`config.mk`:
```
export PLATFORM = sky130hd
export DESIGN_NAME = gpc_port
export DESIGN_NICKNAME = d
export VERILOG_FILES = /design/src/hw/gpc_pkg.sv /design/src/hw/gpc_sync.sv /design/src/hw/gpc_port.sv
export SDC_FILE = /design/constraint.sdc
export NUM_CORES = 1
export LEC_CHECK = 0
export BUFFER_PORTS_ARGS = -buffer_cell sky130_fd_sc_hd__buf_4
export CORE_ASPECT_RATIO = 0.6
export CORE_MARGIN = 2
export CORE_UTILIZATION = 50
export CTS_CLUSTER_DIAMETER = 50
export DETAILED_ROUTE_END_ITERATION = 10
export PLACE_DENSITY_LB_ADDON = 0.3
export SYNTH_ARGS = -nofsm -noshare
export SYNTH_HDL_FRONTEND = slang
export SYNTH_HIERARCHICAL = 1
export SYNTH_SLANG_ARGS = --single-unit
```
`constraint.sdc`:
```
create_clock -name pclk -period 4.7 [get_ports pclk]
set_input_delay 0.235 -clock pclk [delete_from_list [all_inputs] [get_ports pclk]]
set_output_delay 0.235 -clock pclk [all_outputs]
set_load 0.05 [all_outputs]
```
`src/hw/gpc_pkg.sv`:
```
package gpc_pkg;
    localparam int        GPC_W           = 8;
    localparam logic [11:0] ADDR_PORT_B   = 12'h000;
    localparam logic [11:0] ADDR_DIR_B    = 12'h004;
    localparam logic [11:0] ADDR_ANALOG_SELECT_LOW_H  = 12'h008;
    localparam logic [11:0] ADDR_PULL_UP  = 12'h00C;
    localparam logic [11:0] ADDR_CHG_EN   = 12'h010;
    localparam logic [11:0] ADDR_INT_CTRL = 12'h014;
    localparam logic [11:0] ADDR_OPTION   = 12'h018;
    localparam logic [11:0] ADDR_PORT_A   = 12'h01C;
    localparam logic [11:0] ADDR_DIR_A    = 12'h020;
    localparam logic [11:0] ADDR_ANALOG_SELECT_LOW_L  = 12'h024;
    localparam logic [7:0]  RST_ONES      = 8'hFF;
    localparam logic [7:0]  RST_ZERO      = 8'h00;
    localparam logic [7:0]  RST_OPTION    = 8'hFF;
    localparam int          OPT_PU_OFF_N  = 7;
    localparam int          INT_FLAG_BIT  = 0;
    localparam int          INT_EN_BIT    = 3;
    localparam int          PA_INPUT_ONLY = 3;
endpackage : gpc_pkg

```
`src/hw/gpc_sync.sv`:
```
`timescale 1ns/1ps
// two-stage synchroniser, one per bit
module gpc_sync
    import gpc_pkg::*;
#(
    parameter int W = 8
) (
    input  wire logic         pclk,
    input  wire logic         presetn,
    input  wire logic         ce,
    input  wire logic [W-1:0] d,
    output logic      [W-1:0] q
);
    typedef struct packed {
        logic [W-1:0] meta;
        logic [W-1:0] q;
    } gpc_sync_t;

    gpc_sync_t st;
    gpc_sync_t next_st;

    // only the second stage ever looks at the first
    always_comb begin
        next_st      = st;
        next_st.meta = d;
        next_st.q    = st.meta;
    end

    always_ff @(posedge pclk or negedge presetn) begin
        if (!presetn) begin
            st <= '0;
        end else if (ce) begin
            st <= next_st;
        end
    end

    assign q = st.q;
endmodule : gpc_sync

```
`src/hw/gpc_port.sv`:
```
// The APB register port and the placing of the registers are this design's own decisions.
`timescale 1ns/1ps
// What this block does
// RULE_01: eight-pin port through one register
// RULE_02: direction one tristates, zero drives latch
// RULE_03: read gives pins, write hits latch
// RULE_04: writes are read-modify-write into latch
// RULE_05: software keeps analog pins as inputs
// RULE_06: analog-selected pins read as zero
// RULE_07: analog select leaves output drive alone
// RULE_08: per-pin weak pull-up enable
// RULE_09: output pins never get pull-up
// RULE_10: power-on reset disables all pull-ups
// RULE_11: per-pin change enable gates detection
// RULE_12: power-on reset clears change enables
// RULE_13: or of enabled mismatches sets flag
// RULE_14: change flag wakes device from sleep
// RULE_15: mismatch keeps flag; port access reloads
// RULE_16: last-read latch survives soft resets
// RULE_17: change coincident with read may miss
// RULE_18: first port bit three input only
// RULE_19: pull-ups need global off bit clear
// RULE_20: pull-up, analog reset one; enables zero
// RULE_21: software sequence for low-power wake
// RULE_22: pins synchronised before any use
// RULE_23: flag clear loses to live mismatch
module gpc_port
    import gpc_pkg::*;
(
    input  wire logic        pclk,
    input  wire logic        presetn,
    input  wire logic        soft_reset_n,
    input  wire logic        clk_en,
    input  wire logic        psel,
    input  wire logic        penable,
    input  wire logic        pwrite,
    input  wire logic [11:0] paddr,
    input  wire logic [31:0] pwdata,
    input  wire logic [3:0]  pstrb,
    output logic      [31:0] prdata,
    output logic             pready,
    output logic             pslverr,
    input  wire logic [7:0]  port_b_in,
    output logic      [7:0]  port_b_out,
    output logic      [7:0]  port_b_oe_n,
    output logic      [7:0]  port_b_pull_up,
    input  wire logic [7:0]  port_a_in,
    output logic      [7:0]  port_a_out,
    output logic      [7:0]  port_a_oe_n,
    output logic             port_b_change_flag,
    output logic             wake_request
);
    typedef struct packed {
        logic [7:0]  port_b_latch;
        logic [7:0]  port_b_direction;
        logic [7:0]  analog_select_high;
        logic [7:0]  pull_up_enable_b;
        logic [7:0]  change_int_enable_b;
        logic [7:0]  option_config;
        logic [7:0]  port_a_latch;
        logic [7:0]  port_a_direction;
        logic [7:0]  analog_select_low;
        logic        change_int_on;
        logic        port_b_change_flag;
        logic [7:0]  last_read;
        logic [31:0] prdata;
    } gpc_state_t;

    gpc_state_t st;
    gpc_state_t next_st;
    logic [7:0] pins_b;
    logic [7:0] pins_a;
    logic [7:0] rd_b;
    logic [7:0] rd_a;
    logic [7:0] wr_mask;
    logic [7:0] mismatch_bits;
    logic       mismatch;
    logic       acc;
    logic       wr;
    logic       rd;
    logic       port_b_touch;

    gpc_sync #(.W(GPC_W)) u_sync_b (                                   // [RULE_22]
        .pclk    (pclk),
        .presetn (presetn),
        .ce      (clk_en),
        .d       (port_b_in),
        .q       (pins_b)
    );
    gpc_sync #(.W(GPC_W)) u_sync_a (                                   // [RULE_22]
        .pclk    (pclk),
        .presetn (presetn),
        .ce      (clk_en),
        .d       (port_a_in),
        .q       (pins_a)
    );

    assign acc          = psel && penable && clk_en;
    assign wr           = acc && pwrite;
    assign rd           = acc && !pwrite;
    assign wr_mask      = pstrb[0] ? 8'hFF : 8'h00;
    assign port_b_touch = acc && (paddr == ADDR_PORT_B);               // [RULE_15]
    assign rd_b         = pins_b & ~st.analog_select_high;             // [RULE_03] [RULE_06]
    assign rd_a         = pins_a & ~st.analog_select_low;              // [RULE_06]
    assign mismatch_bits = (rd_b ^ st.last_read) & st.change_int_enable_b; // [RULE_11] [RULE_13]
    // compare uses the old last read; a change in the read cycle still sets the flag
    assign mismatch     = |mismatch_bits;                              // [RULE_17]

    assign pready  = 1'b1;
    assign pslverr = 1'b0;
    assign prdata  = st.prdata;

    always_comb begin
        next_st = st;
        if (port_b_touch) begin
            next_st.last_read = rd_b;                                  // [RULE_15]
        end
        if (rd) begin
            case (paddr)
                ADDR_PORT_B:   next_st.prdata = {24'h00_0000, rd_b};   // [RULE_01] [RULE_03]
                ADDR_DIR_B:    next_st.prdata = {24'h00_0000, st.port_b_direction};
                ADDR_ANALOG_SELECT_LOW_H:  next_st.prdata = {24'h00_0000, st.analog_select_high};
                ADDR_PULL_UP:  next_st.prdata = {24'h00_0000, st.pull_up_enable_b};
                ADDR_CHG_EN:   next_st.prdata = {24'h00_0000, st.change_int_enable_b};
                ADDR_INT_CTRL: next_st.prdata = {24'h00_0000, 4'h0, st.change_int_on,
                                                 2'b00, st.port_b_change_flag};
                ADDR_OPTION:   next_st.prdata = {24'h00_0000, st.option_config};
                ADDR_PORT_A:   next_st.prdata = {24'h00_0000, rd_a};
                ADDR_DIR_A:    next_st.prdata = {24'h00_0000, st.port_a_direction};
                ADDR_ANALOG_SELECT_LOW_L:  next_st.prdata = {24'h00_0000, st.analog_select_low};
                default:       next_st.prdata = 32'h0000_0000;
            endcase
        end
        if (wr) begin
            case (paddr)
                // latch takes pin view, then the written bits
                ADDR_PORT_B:   next_st.port_b_latch = (rd_b & ~wr_mask)
                                                    | (pwdata[7:0] & wr_mask); // [RULE_04]
                ADDR_DIR_B:    next_st.port_b_direction =
                                   (st.port_b_direction & ~wr_mask) | (pwdata[7:0] & wr_mask);
                ADDR_ANALOG_SELECT_LOW_H:  next_st.analog_select_high =
                                   (st.analog_select_high & ~wr_mask) | (pwdata[7:0] & wr_mask);
                ADDR_PULL_UP:  next_st.pull_up_enable_b =
                                   (st.pull_up_enable_b & ~wr_mask) | (pwdata[7:0] & wr_mask);
                ADDR_CHG_EN:   next_st.change_int_enable_b =
                                   (st.change_int_enable_b & ~wr_mask) | (pwdata[7:0] & wr_mask);
                ADDR_INT_CTRL: begin
                    if (pstrb[0]) begin
                        next_st.change_int_on = pwdata[INT_EN_BIT];
                        if (!pwdata[INT_FLAG_BIT]) begin
                            next_st.port_b_change_flag = 1'b0;
                        end
                    end
                end
                ADDR_OPTION:   next_st.option_config =
                                   (st.option_config & ~wr_mask) | (pwdata[7:0] & wr_mask);
                ADDR_PORT_A:   next_st.port_a_latch = (rd_a & ~wr_mask)
                                                    | (pwdata[7:0] & wr_mask); // [RULE_04]
                ADDR_DIR_A: begin
                    next_st.port_a_direction =
                        (st.port_a_direction & ~wr_mask) | (pwdata[7:0] & wr_mask);
                    next_st.port_a_direction[PA_INPUT_ONLY] = 1'b1;    // [RULE_18]
                end
                ADDR_ANALOG_SELECT_LOW_L:  next_st.analog_select_low =
                                   (st.analog_select_low & ~wr_mask) | (pwdata[7:0] & wr_mask);
                default: begin
                end
            endcase
        end
        if (mismatch) begin
            next_st.port_b_change_flag = 1'b1;                         // [RULE_13] [RULE_23]
        end
    end

    always_ff @(posedge pclk or negedge presetn) begin
        if (!presetn) begin
            st.port_b_latch        <= RST_ZERO;
            st.port_b_direction    <= RST_ONES;
            st.analog_select_high  <= RST_ONES;                        // [RULE_20]
            st.pull_up_enable_b    <= RST_ONES;                        // [RULE_20]
            st.change_int_enable_b <= RST_ZERO;                        // [RULE_12] [RULE_20]
            st.option_config       <= RST_OPTION;                      // [RULE_10]
            st.port_a_latch        <= RST_ZERO;
            st.port_a_direction    <= RST_ONES;
            st.analog_select_low   <= RST_ONES;
            st.change_int_on       <= 1'b0;
            st.port_b_change_flag  <= 1'b0;
            st.last_read           <= RST_ZERO;
            st.prdata              <= 32'h0000_0000;
        end else if (!soft_reset_n) begin
            // soft reset: registers to defaults except change enables and last read, flag rebuilt from mismatch
            st.port_b_latch        <= RST_ZERO;
            st.port_b_direction    <= RST_ONES;
            st.analog_select_high  <= RST_ONES;
            st.pull_up_enable_b    <= RST_ONES;
            st.change_int_enable_b <= st.change_int_enable_b;
            st.option_config       <= RST_OPTION;
            st.port_a_latch        <= RST_ZERO;
            st.port_a_direction    <= RST_ONES;
            st.analog_select_low   <= RST_ONES;
            st.change_int_on       <= 1'b0;
            st.port_b_change_flag  <= mismatch;                        // [RULE_16]
            st.last_read           <= st.last_read;                    // [RULE_16]
            st.prdata              <= 32'h0000_0000;
        end else if (clk_en) begin
            st <= next_st;
        end
    end

    assign port_b_out     = st.port_b_latch;                           // [RULE_07]
    assign port_b_oe_n    = st.port_b_direction;                       // [RULE_02]
    assign port_b_pull_up = st.pull_up_enable_b & st.port_b_direction  // [RULE_08] [RULE_09]
                          & {GPC_W{~st.option_config[OPT_PU_OFF_N]}};  // [RULE_19]
    assign port_a_out     = st.port_a_latch;
    assign port_a_oe_n    = st.port_a_direction | (8'h01 << PA_INPUT_ONLY); // [RULE_18]
    assign port_b_change_flag = st.port_b_change_flag;
    assign wake_request   = st.port_b_change_flag && st.change_int_on; // [RULE_14]
endmodule : gpc_port

```
==> summary.md, run 1 <==
| Metric | Value |
|---|---|
| Status | finished with violations |
| Failing checks | hold timing |
| Setup TNS | 0 ns |
| Die height | roughly 95 um |
| EDFF count, synth | 0 |
| Commonest non-fill, non-tap cells in the layout | nand2_1 (112), buf_4 (93), dfrtp_1 (74) |
| Pins Over Slew Limit | 0 |
| I/O Buffers | between 90 and 100 |
| First-pass GRT wire length | around 32,000 um |
| Yosys reg bits | roughly 120 |
| Row count | 33 |
| Via count | ~5,200 |
| Synth unique cells | 72 |
| Final nets | roughly 770 |
| Final setup viols | 0 |
| CTS resizes | 0 |
| R2r endpoint | prdata[7]$_DFFE_PN0P_ |
| TritonCTS Sinks | around 120 |
| Crit path arrival time | 2.56 ns |
| Initial drt markers | 395 |
| Post-CTS setup buffer count | 0 |
| Sequential share of power | roughly two fifths |
| Slew HR | between 30% and 40% |
| Net Sw Frac | approximately 29% |
| Routed vias/inst | roughly 5.9 |
| Avg Cell Area, Syn | 10.4 um^2 |
| Final Cycle Share | 48.1% |
| Worst-margin pin slew | around 0.99 ns |
| Fin Hold WS | -0.0289 ns |
| Clk_skew | 0.00913 ns |
| Antenna Nets Post-Route | 0 |
| GRT Resource Usage Total | approximately 30% |
| Synth-to-layout area growth | 13.3% |
| TritonRoute pass-1 iters | 5 |
| Critical path fanouts, max | 12 |
| Fraction of registers with async set or reset after synthesis | 100% |
| Reg2reg start | st[97]$_DFFE_PN1P_ |
| Ports | between 100 and 150 |
| Final hold violations | 41 |
| Comb pwr share | slightly above 10% |
| Setup crit end kind | flip-flop |
| Sw power | 0.797 mW |
| Commonest non-fill, non-tap cell in the layout | nand2_1 |
| CTS Hold Bufs | 0 |
| RePlAce Congestion | a little over 0.9 |
| Layout cell share with drive strength beyond 1 | 34.4% |
| Hold Crit Class | in2async |
| Reg2reg path depth | 5 |
| Clock Tree Buf Depth | 2 |
| Required time of the critical path | around 5.0 ns |
| Cell area after synthesis | between 0.006 and 0.007 mm^2 |
| CTS tree | built |
| Power density over cell area | approximately 350 mW/mm^2 |
| Reg2reg setup slack | between 2 and 3 ns |
| GRT overflow | 0 |
| Vias in the first global route | 5,110 |
| CTS root buf | clkbuf_16 |
| RSZ-0062 raised after global routing | false |
| Ant. Diodes | 0 |
| Crit. Startpoint | paddr[9] |
| Fmax | 0.443 GHz |
| Total Power | about 2.8 mW |
| Main synth FF type | dfrtp_1 |
| DP HPWL | around 15,000 um |
| Crit start category | input port |
| Sequential fraction of the synthesis area | approximately 45% |
| Yosys warning count | 6 |
| Die X | between 150 and 200 um |
| Clk network pwr share | between 40% and 50% |
| Worst-skew pair later-pin latency | ~0.42 ns |
| Maximum VDD drop | 0.206 mV |
| Reg clk slew, reported paths | 0.06 ns |
| Initial antenna violation count | 0 |
| Leakage | approximately 3.6 nW |
| Total CTS buffers | 17 |
| Crit Path Class | in2reg |
| Largest net degree at the start of global routing | between 70 and 80 |
| Gate Count Post-Synth | 660 |
| Post-Route WL | 20,800 um |
| DRC | 0 |
| Final min period | between 2 and 2.5 ns |
| Pint | ~2.0 mW |
| H-tree Lvls | 4 |
| Total core area | approximately 0.014 mm^2 |
| Max-cap violation count | 0 |
| Die area | roughly 0.015 mm^2 |
| Wirelength per Cell | roughly 24 um |
| Initial Utilization | about half |
## layer usage
layer  track usage, %  up-vias  wire [um]  part of all wire, %
li1                 -     2327          -                    -
met1             45.4     2617      10100                   48
met2             41.6      260       8530                   41
met3             6.84       27       1850                  8.9
met4             9.33        0        335                  1.6
met5                0        -          0                    0
## cell type report
class	instances	area, um^2
fill	1181	5770
sequential	122	3110
multi-input combinational	454	3110
timing repair buffer	93	698
clock buffer	17	425
tap	175	219
clock inverter	15	175
inverter	8	30.0
## per-stage QoR
step / hold WS, ns / instances / instance area (um^2) / setup slack, ns / util [%]
floorplan: -0.0606 / 685 / 6960 / 2.88 / -
global placement: 0.437 / 852 / 7170 / 2.10 / 53.0
detailed placement: 0.454 / 852 / 7170 / 2.08 / 53.0
CTS: 0.0107 / 884 / 7770 / 2.52 / 57.4
global route: 0.0206 / 884 / 7770 / 2.29 / 57.4
finish: -0.0289 / 884 / 7770 / 2.44 / 57.4
## cells by family (layout without fill, tap and decap cells)
| logic type | after synthesis | count (layout) | synth area share, % |
|---|---|---|---|
| AOI/OAI and AO/OA | 124 | 124 | 13.0 |
| DFF | 122 | 122 | 45.4 |
| xor gates and xnor gates | 8 | 8 | 1.02 |
| other | 2 | 27 | 0.109 |
| muxes | 74 | 74 | 12.9 |
| and+or+nand+nor | 221 | 221 | 17.0 |
| buffers and inverters | 109 | 133 | 10.6 |
## worst max-delay path, stage by stage
cell,delay [ns]
buf_4,0.12
nor4_4,0.70
nand3_2,0.54
or4_1,0.74
nand2_1,0.13
o211ai_1,0.09
## cells in the mapped netlist, types with 13 or more instances
cell type | number | area, um^2
o21ai_0 | 23 | 115
clkbuf_1 | 14 | 52.6
nand2_1 | 112 | 420
nand2b_1 | 13 | 81.3
mux2_4 | 20 | 300
mux2_2 | 22 | 248
dfrtp_1 | 74 | 1850
o211ai_1 | 16 | 120
mux2i_1 | 30 | 300
buf_4 | 68 | 510
nor2_1 | 21 | 78.8
nand3_1 | 20 | 100
a21oi_1 | 15 | 75.1
dfstp_2 | 48 | 1260
## power by group through the flow
stage                     clock, mW  sequential, mW  combinational, mW
after floorplan                   0            1.13              0.204
after global placement            0            1.15              0.273
after detailed placement          0            1.16              0.278
after CTS                      1.35            1.14              0.279
after global routing           1.39            1.15              0.301
final                          1.33            1.14              0.282
## state kept, by name, indices dropped and copies added (netlist names)
name and count:
port_b_oe_n 8, u_sync_a/q 8, prdata 8, u_sync_a/next_st 8
st 50, u_sync_b/next_st 8, port_b_change_flag 1, u_sync_b/q 8
port_a_out 8, port_b_out 8, port_a_oe_n 7
## worst max-delay path by stage
stage | end | slack [ns] | depth (start not counted)
2_1_floorplan | st[38]$_DFFE_PN0P_ | 2.88 | 7
3_3_place_gp | st[73]$_DFFE_PN1P_ | 2.10 | 6
3_5_place_dp | st[73]$_DFFE_PN1P_ | 2.08 | 6
4_1_cts | st[73]$_DFFE_PN1P_ | 2.52 | 6
5_1_grt | st[66]$_DFFE_PN1P_ | 2.29 | 6
6_report | st[73]$_DFFE_PN1P_ | 2.44 | 6
Power figures use the tool's default switching activity.
==> inputs of run 2 (changes only) <==
Clock period 4.7 ns to 2.21 ns, I/O delays scaled along.
==> run 2 against run 1 <==
Against the previous run: the flow now finishes without violations; first-iteration DRC count up 27%; core utilization up 3.1 points; worst setup slack worse by 2.1 ns; count of clock-buffer cells in the layout stayed put.
==> summary.md, run 2 (synthesized netlist as in run 1, its figures left out) <==
| Metric | Value |
|---|---|
| Status | finished, final reports clean (was finished with violations) |
| Final std cells w/o fill | 930 (was 884) |
| Routed vias/inst | 5.89 (was 5.92) |
| Filler cells | 1,099 (was 1,181) |
| Synth-to-layout area growth | 19.4% (was 13.3%) |
| DP Cell Count | 875 (was 852) |
| Critical path's slowest cell | dfstp_2 (was or4_1) |
| Design area | 0.00820 mm^2 (was 0.00777 mm^2) |
| Initial antenna violation count | 0 (unchanged) |
| Antenna Nets Post-Route | 0 (unchanged) |
| Post-CTS setup buffer count | 0 (unchanged) |
| Reg2reg path depth | 5 (unchanged) |
| Layout cell share with drive strength beyond 1 | 35.4% (was 34.4%) |
| GRT overflow | 0 (unchanged) |
| Reg2reg setup slack | 0.34 ns (was 2.74 ns) |
| Setup crit end kind | flip-flop (unchanged) |
| TritonRoute pass-1 iters | 5 (unchanged) |
| Final setup viols | 0 (unchanged) |
| Worst-skew pair later-pin latency | 0.43 ns (was 0.42 ns) |
| Via count | 5,480 (was 5,231) |
| GRT Resource Usage Total | 30.1% (was 29.7%) |
| Total CTS buffers | 17 (unchanged) |
| CTS tree | built (unchanged) |
| Worst-margin pin slew | 0.596 ns (was 0.986 ns) |
| Maximum VDD drop | 0.557 mV (was 0.206 mV) |
| DP HPWL | 15,700 um (was 15,000 um) |
| Final nets | 813 (was 767) |
| Crit start category | flip-flop (was input port) |
| Clock Tree Buf Depth | 2 (unchanged) |
| Most flop-heavy register | st (unchanged) |
| RePlAce Congestion | 0.927 (was 0.913) |
| CP bufs+invs | 1 (unchanged) |
| First-pass GRT wire length | 32,400 um (was 31,700 um) |
| Critical path fanouts, max | 3 (was 12) |
| H-tree Lvls | 4 (unchanged) |
| Row count | 33 (unchanged) |
| Post-Route WL | 21,300 um (was 20,800 um) |
| RSZ-0062 raised after global routing | false (unchanged) |
| Delay-heaviest family, CP | flip-flops (was simple AND/OR/NAND/NOR gates) |
| Commonest non-fill, non-tap cell in the layout | buf_4 (was nand2_1) |
| Crit path arrival time | 2.17 ns (was 2.56 ns) |
| Reg2reg start | st[97]$_DFFE_PN1P_ (unchanged) |
| Crit. Startpoint | st[97]$_DFFE_PN1P_ (was paddr[9]) |
| TritonCTS Sinks | 122 (unchanged) |
| Final hold violations | 0 (was 41) |
| Power density over cell area | 732 mW/mm^2 (was 354 mW/mm^2) |
| Total Power | 6.00 mW (was 2.76 mW) |
| R2r endpoint | prdata[7]$_DFFE_PN0P_ (unchanged) |
| Ant. Diodes | 0 (unchanged) |
| CTS resizes | 0 (unchanged) |
| CTS root buf | clkbuf_16 (unchanged) |
| Die area | 0.0147 mm^2 (unchanged) |
| Clk_skew | 0.0148 ns (was 0.00913 ns) |
| CP Cell Sequence | nand2b_1, inv_1, mux4_2, a21oi_1, o21ai_0 (was buf_4, nor4_4, nand3_2, or4_1, nand2_1, o211ai_1) |
| Initial Utilization | 50.7% (unchanged) |
| Final min period | about 1.9 ns |
| Max reg flops | 50 (unchanged) |
| Required time of the critical path | 2.51 ns (was 5.00 ns) |
| Total core area | 0.0135 mm^2 (unchanged) |
| Crit Path Class | reg2reg (was in2reg) |
| Die X | 155 um (unchanged) |
| I/O Buffers | 92 (unchanged) |
| Commonest non-fill, non-tap cells in the layout | buf_4 (115), nand2_1 (112), dfrtp_1 (74) (was nand2_1 (112), buf_4 (93), dfrtp_1 (74)) |
| Hold Crit Class | in2reg (was in2async) |
| Max-cap violation count | 0 (unchanged) |
| Pins Over Slew Limit | 0 (unchanged) |
| Placement Cell Area | 0.00736 mm^2 (was 0.00717 mm^2) |
| Fmax | between 0.5 and 0.6 GHz |
| Reg clk slew, reported paths | 0.07 ns (was 0.06 ns) |
| CP peak stage delay | 0.56 ns (was 0.74 ns) |
| Wirelength per Cell | 22.9 um (was 23.5 um) |
| Initial drt markers | 501 (was 395) |
| Final Cycle Share | roughly 85% |
| Critical Path Stages | 5 (was 6) |
| Slew HR | 60.3% (was 34.3%) |
| Leakage | 3.86 nW (was 3.64 nW) |
| Vias in the first global route | 5,351 (was 5,110) |
| Ports | 147 (unchanged) |
| Largest net degree at the start of global routing | 51 (was 78) |
| Setup TNS | 0 ns (unchanged) |
| Die height | 94.8 um (unchanged) |
| Setup crit end | prdata[7]$_DFFE_PN0P_ (was st[73]$_DFFE_PN1P_) |
| DRC | 0 (unchanged) |
[run 2: worst min-delay path by stage]
stage                   start                         end  slack (ns)  cells after the start
floorplan             presetn   port_a_out[0]$_DFFE_PN0P_       -0.19                      0
finish              pwdata[2]  port_b_oe_n[2]$_DFFE_PN1P_        0.01                      3
global route        pwdata[2]  port_b_oe_n[2]$_DFFE_PN1P_       0.006                      3
detailed placement    presetn   port_b_out[6]$_DFFE_PN0P_         0.1                      1
global placement      presetn   port_b_out[6]$_DFFE_PN0P_        0.09                      1
CTS                 pwdata[6]          st[72]$_DFFE_PN1P_       0.006                      3
[run 2: area by class of cell]
class,count,area (um^2),area share [%]
flip-flops and latches,122,3110,38.0
well taps,175,219,2.67
inverters,8,30.0,0.366
clock buffers,17,425,5.19
multi-input cells,454,3110,38.0
clock inverters,15,181,2.21
repair buffers,139,1110,13.6
[run 2: timing repair]
item,in CTS,in global routing
hold buffers,23,0
setup endpoints to repair,0,0
endpoints found under the hold margin,59,0
[run 2: stage by stage]
step,setup WS [ns],hold slack [ns],utilization (%)
floorplan,0.516,-0.185,-
global placement,0.292,0.0881,54.3
detailed placement,0.248,0.0969,54.3
CTS,0.398,0.00565,60.5
global route,0.245,0.00560,60.5
finish,0.338,0.0145,60.5
[run 2: worst min-delay path, stage by stage]
cell and delay (ns):
buf_4 0.17, nand2_1 0.07, nand3_1 0.08
[run 2: power by group]
group          switching, mW  internal [mW]  leakage [nW]
Sequential            0.0946           2.34          1.47
Clock                   1.21           1.71         0.298
Combinational          0.392          0.258          2.09
Total                   1.70           4.31          3.86
[run 2: per-layer routing]
| metal | routed length (um) | vias up | track usage [%] |
|---|---|---|---|
| li1 | - | 2417 | - |
| met2 | 8740 | 298 | 42.9 |
| met3 | 2120 | 36 | 9.45 |
| met5 | 0 | - | 0 |
| met4 | 433 | 0 | 8.49 |
| met1 | 9990 | 2729 | 44.2 |
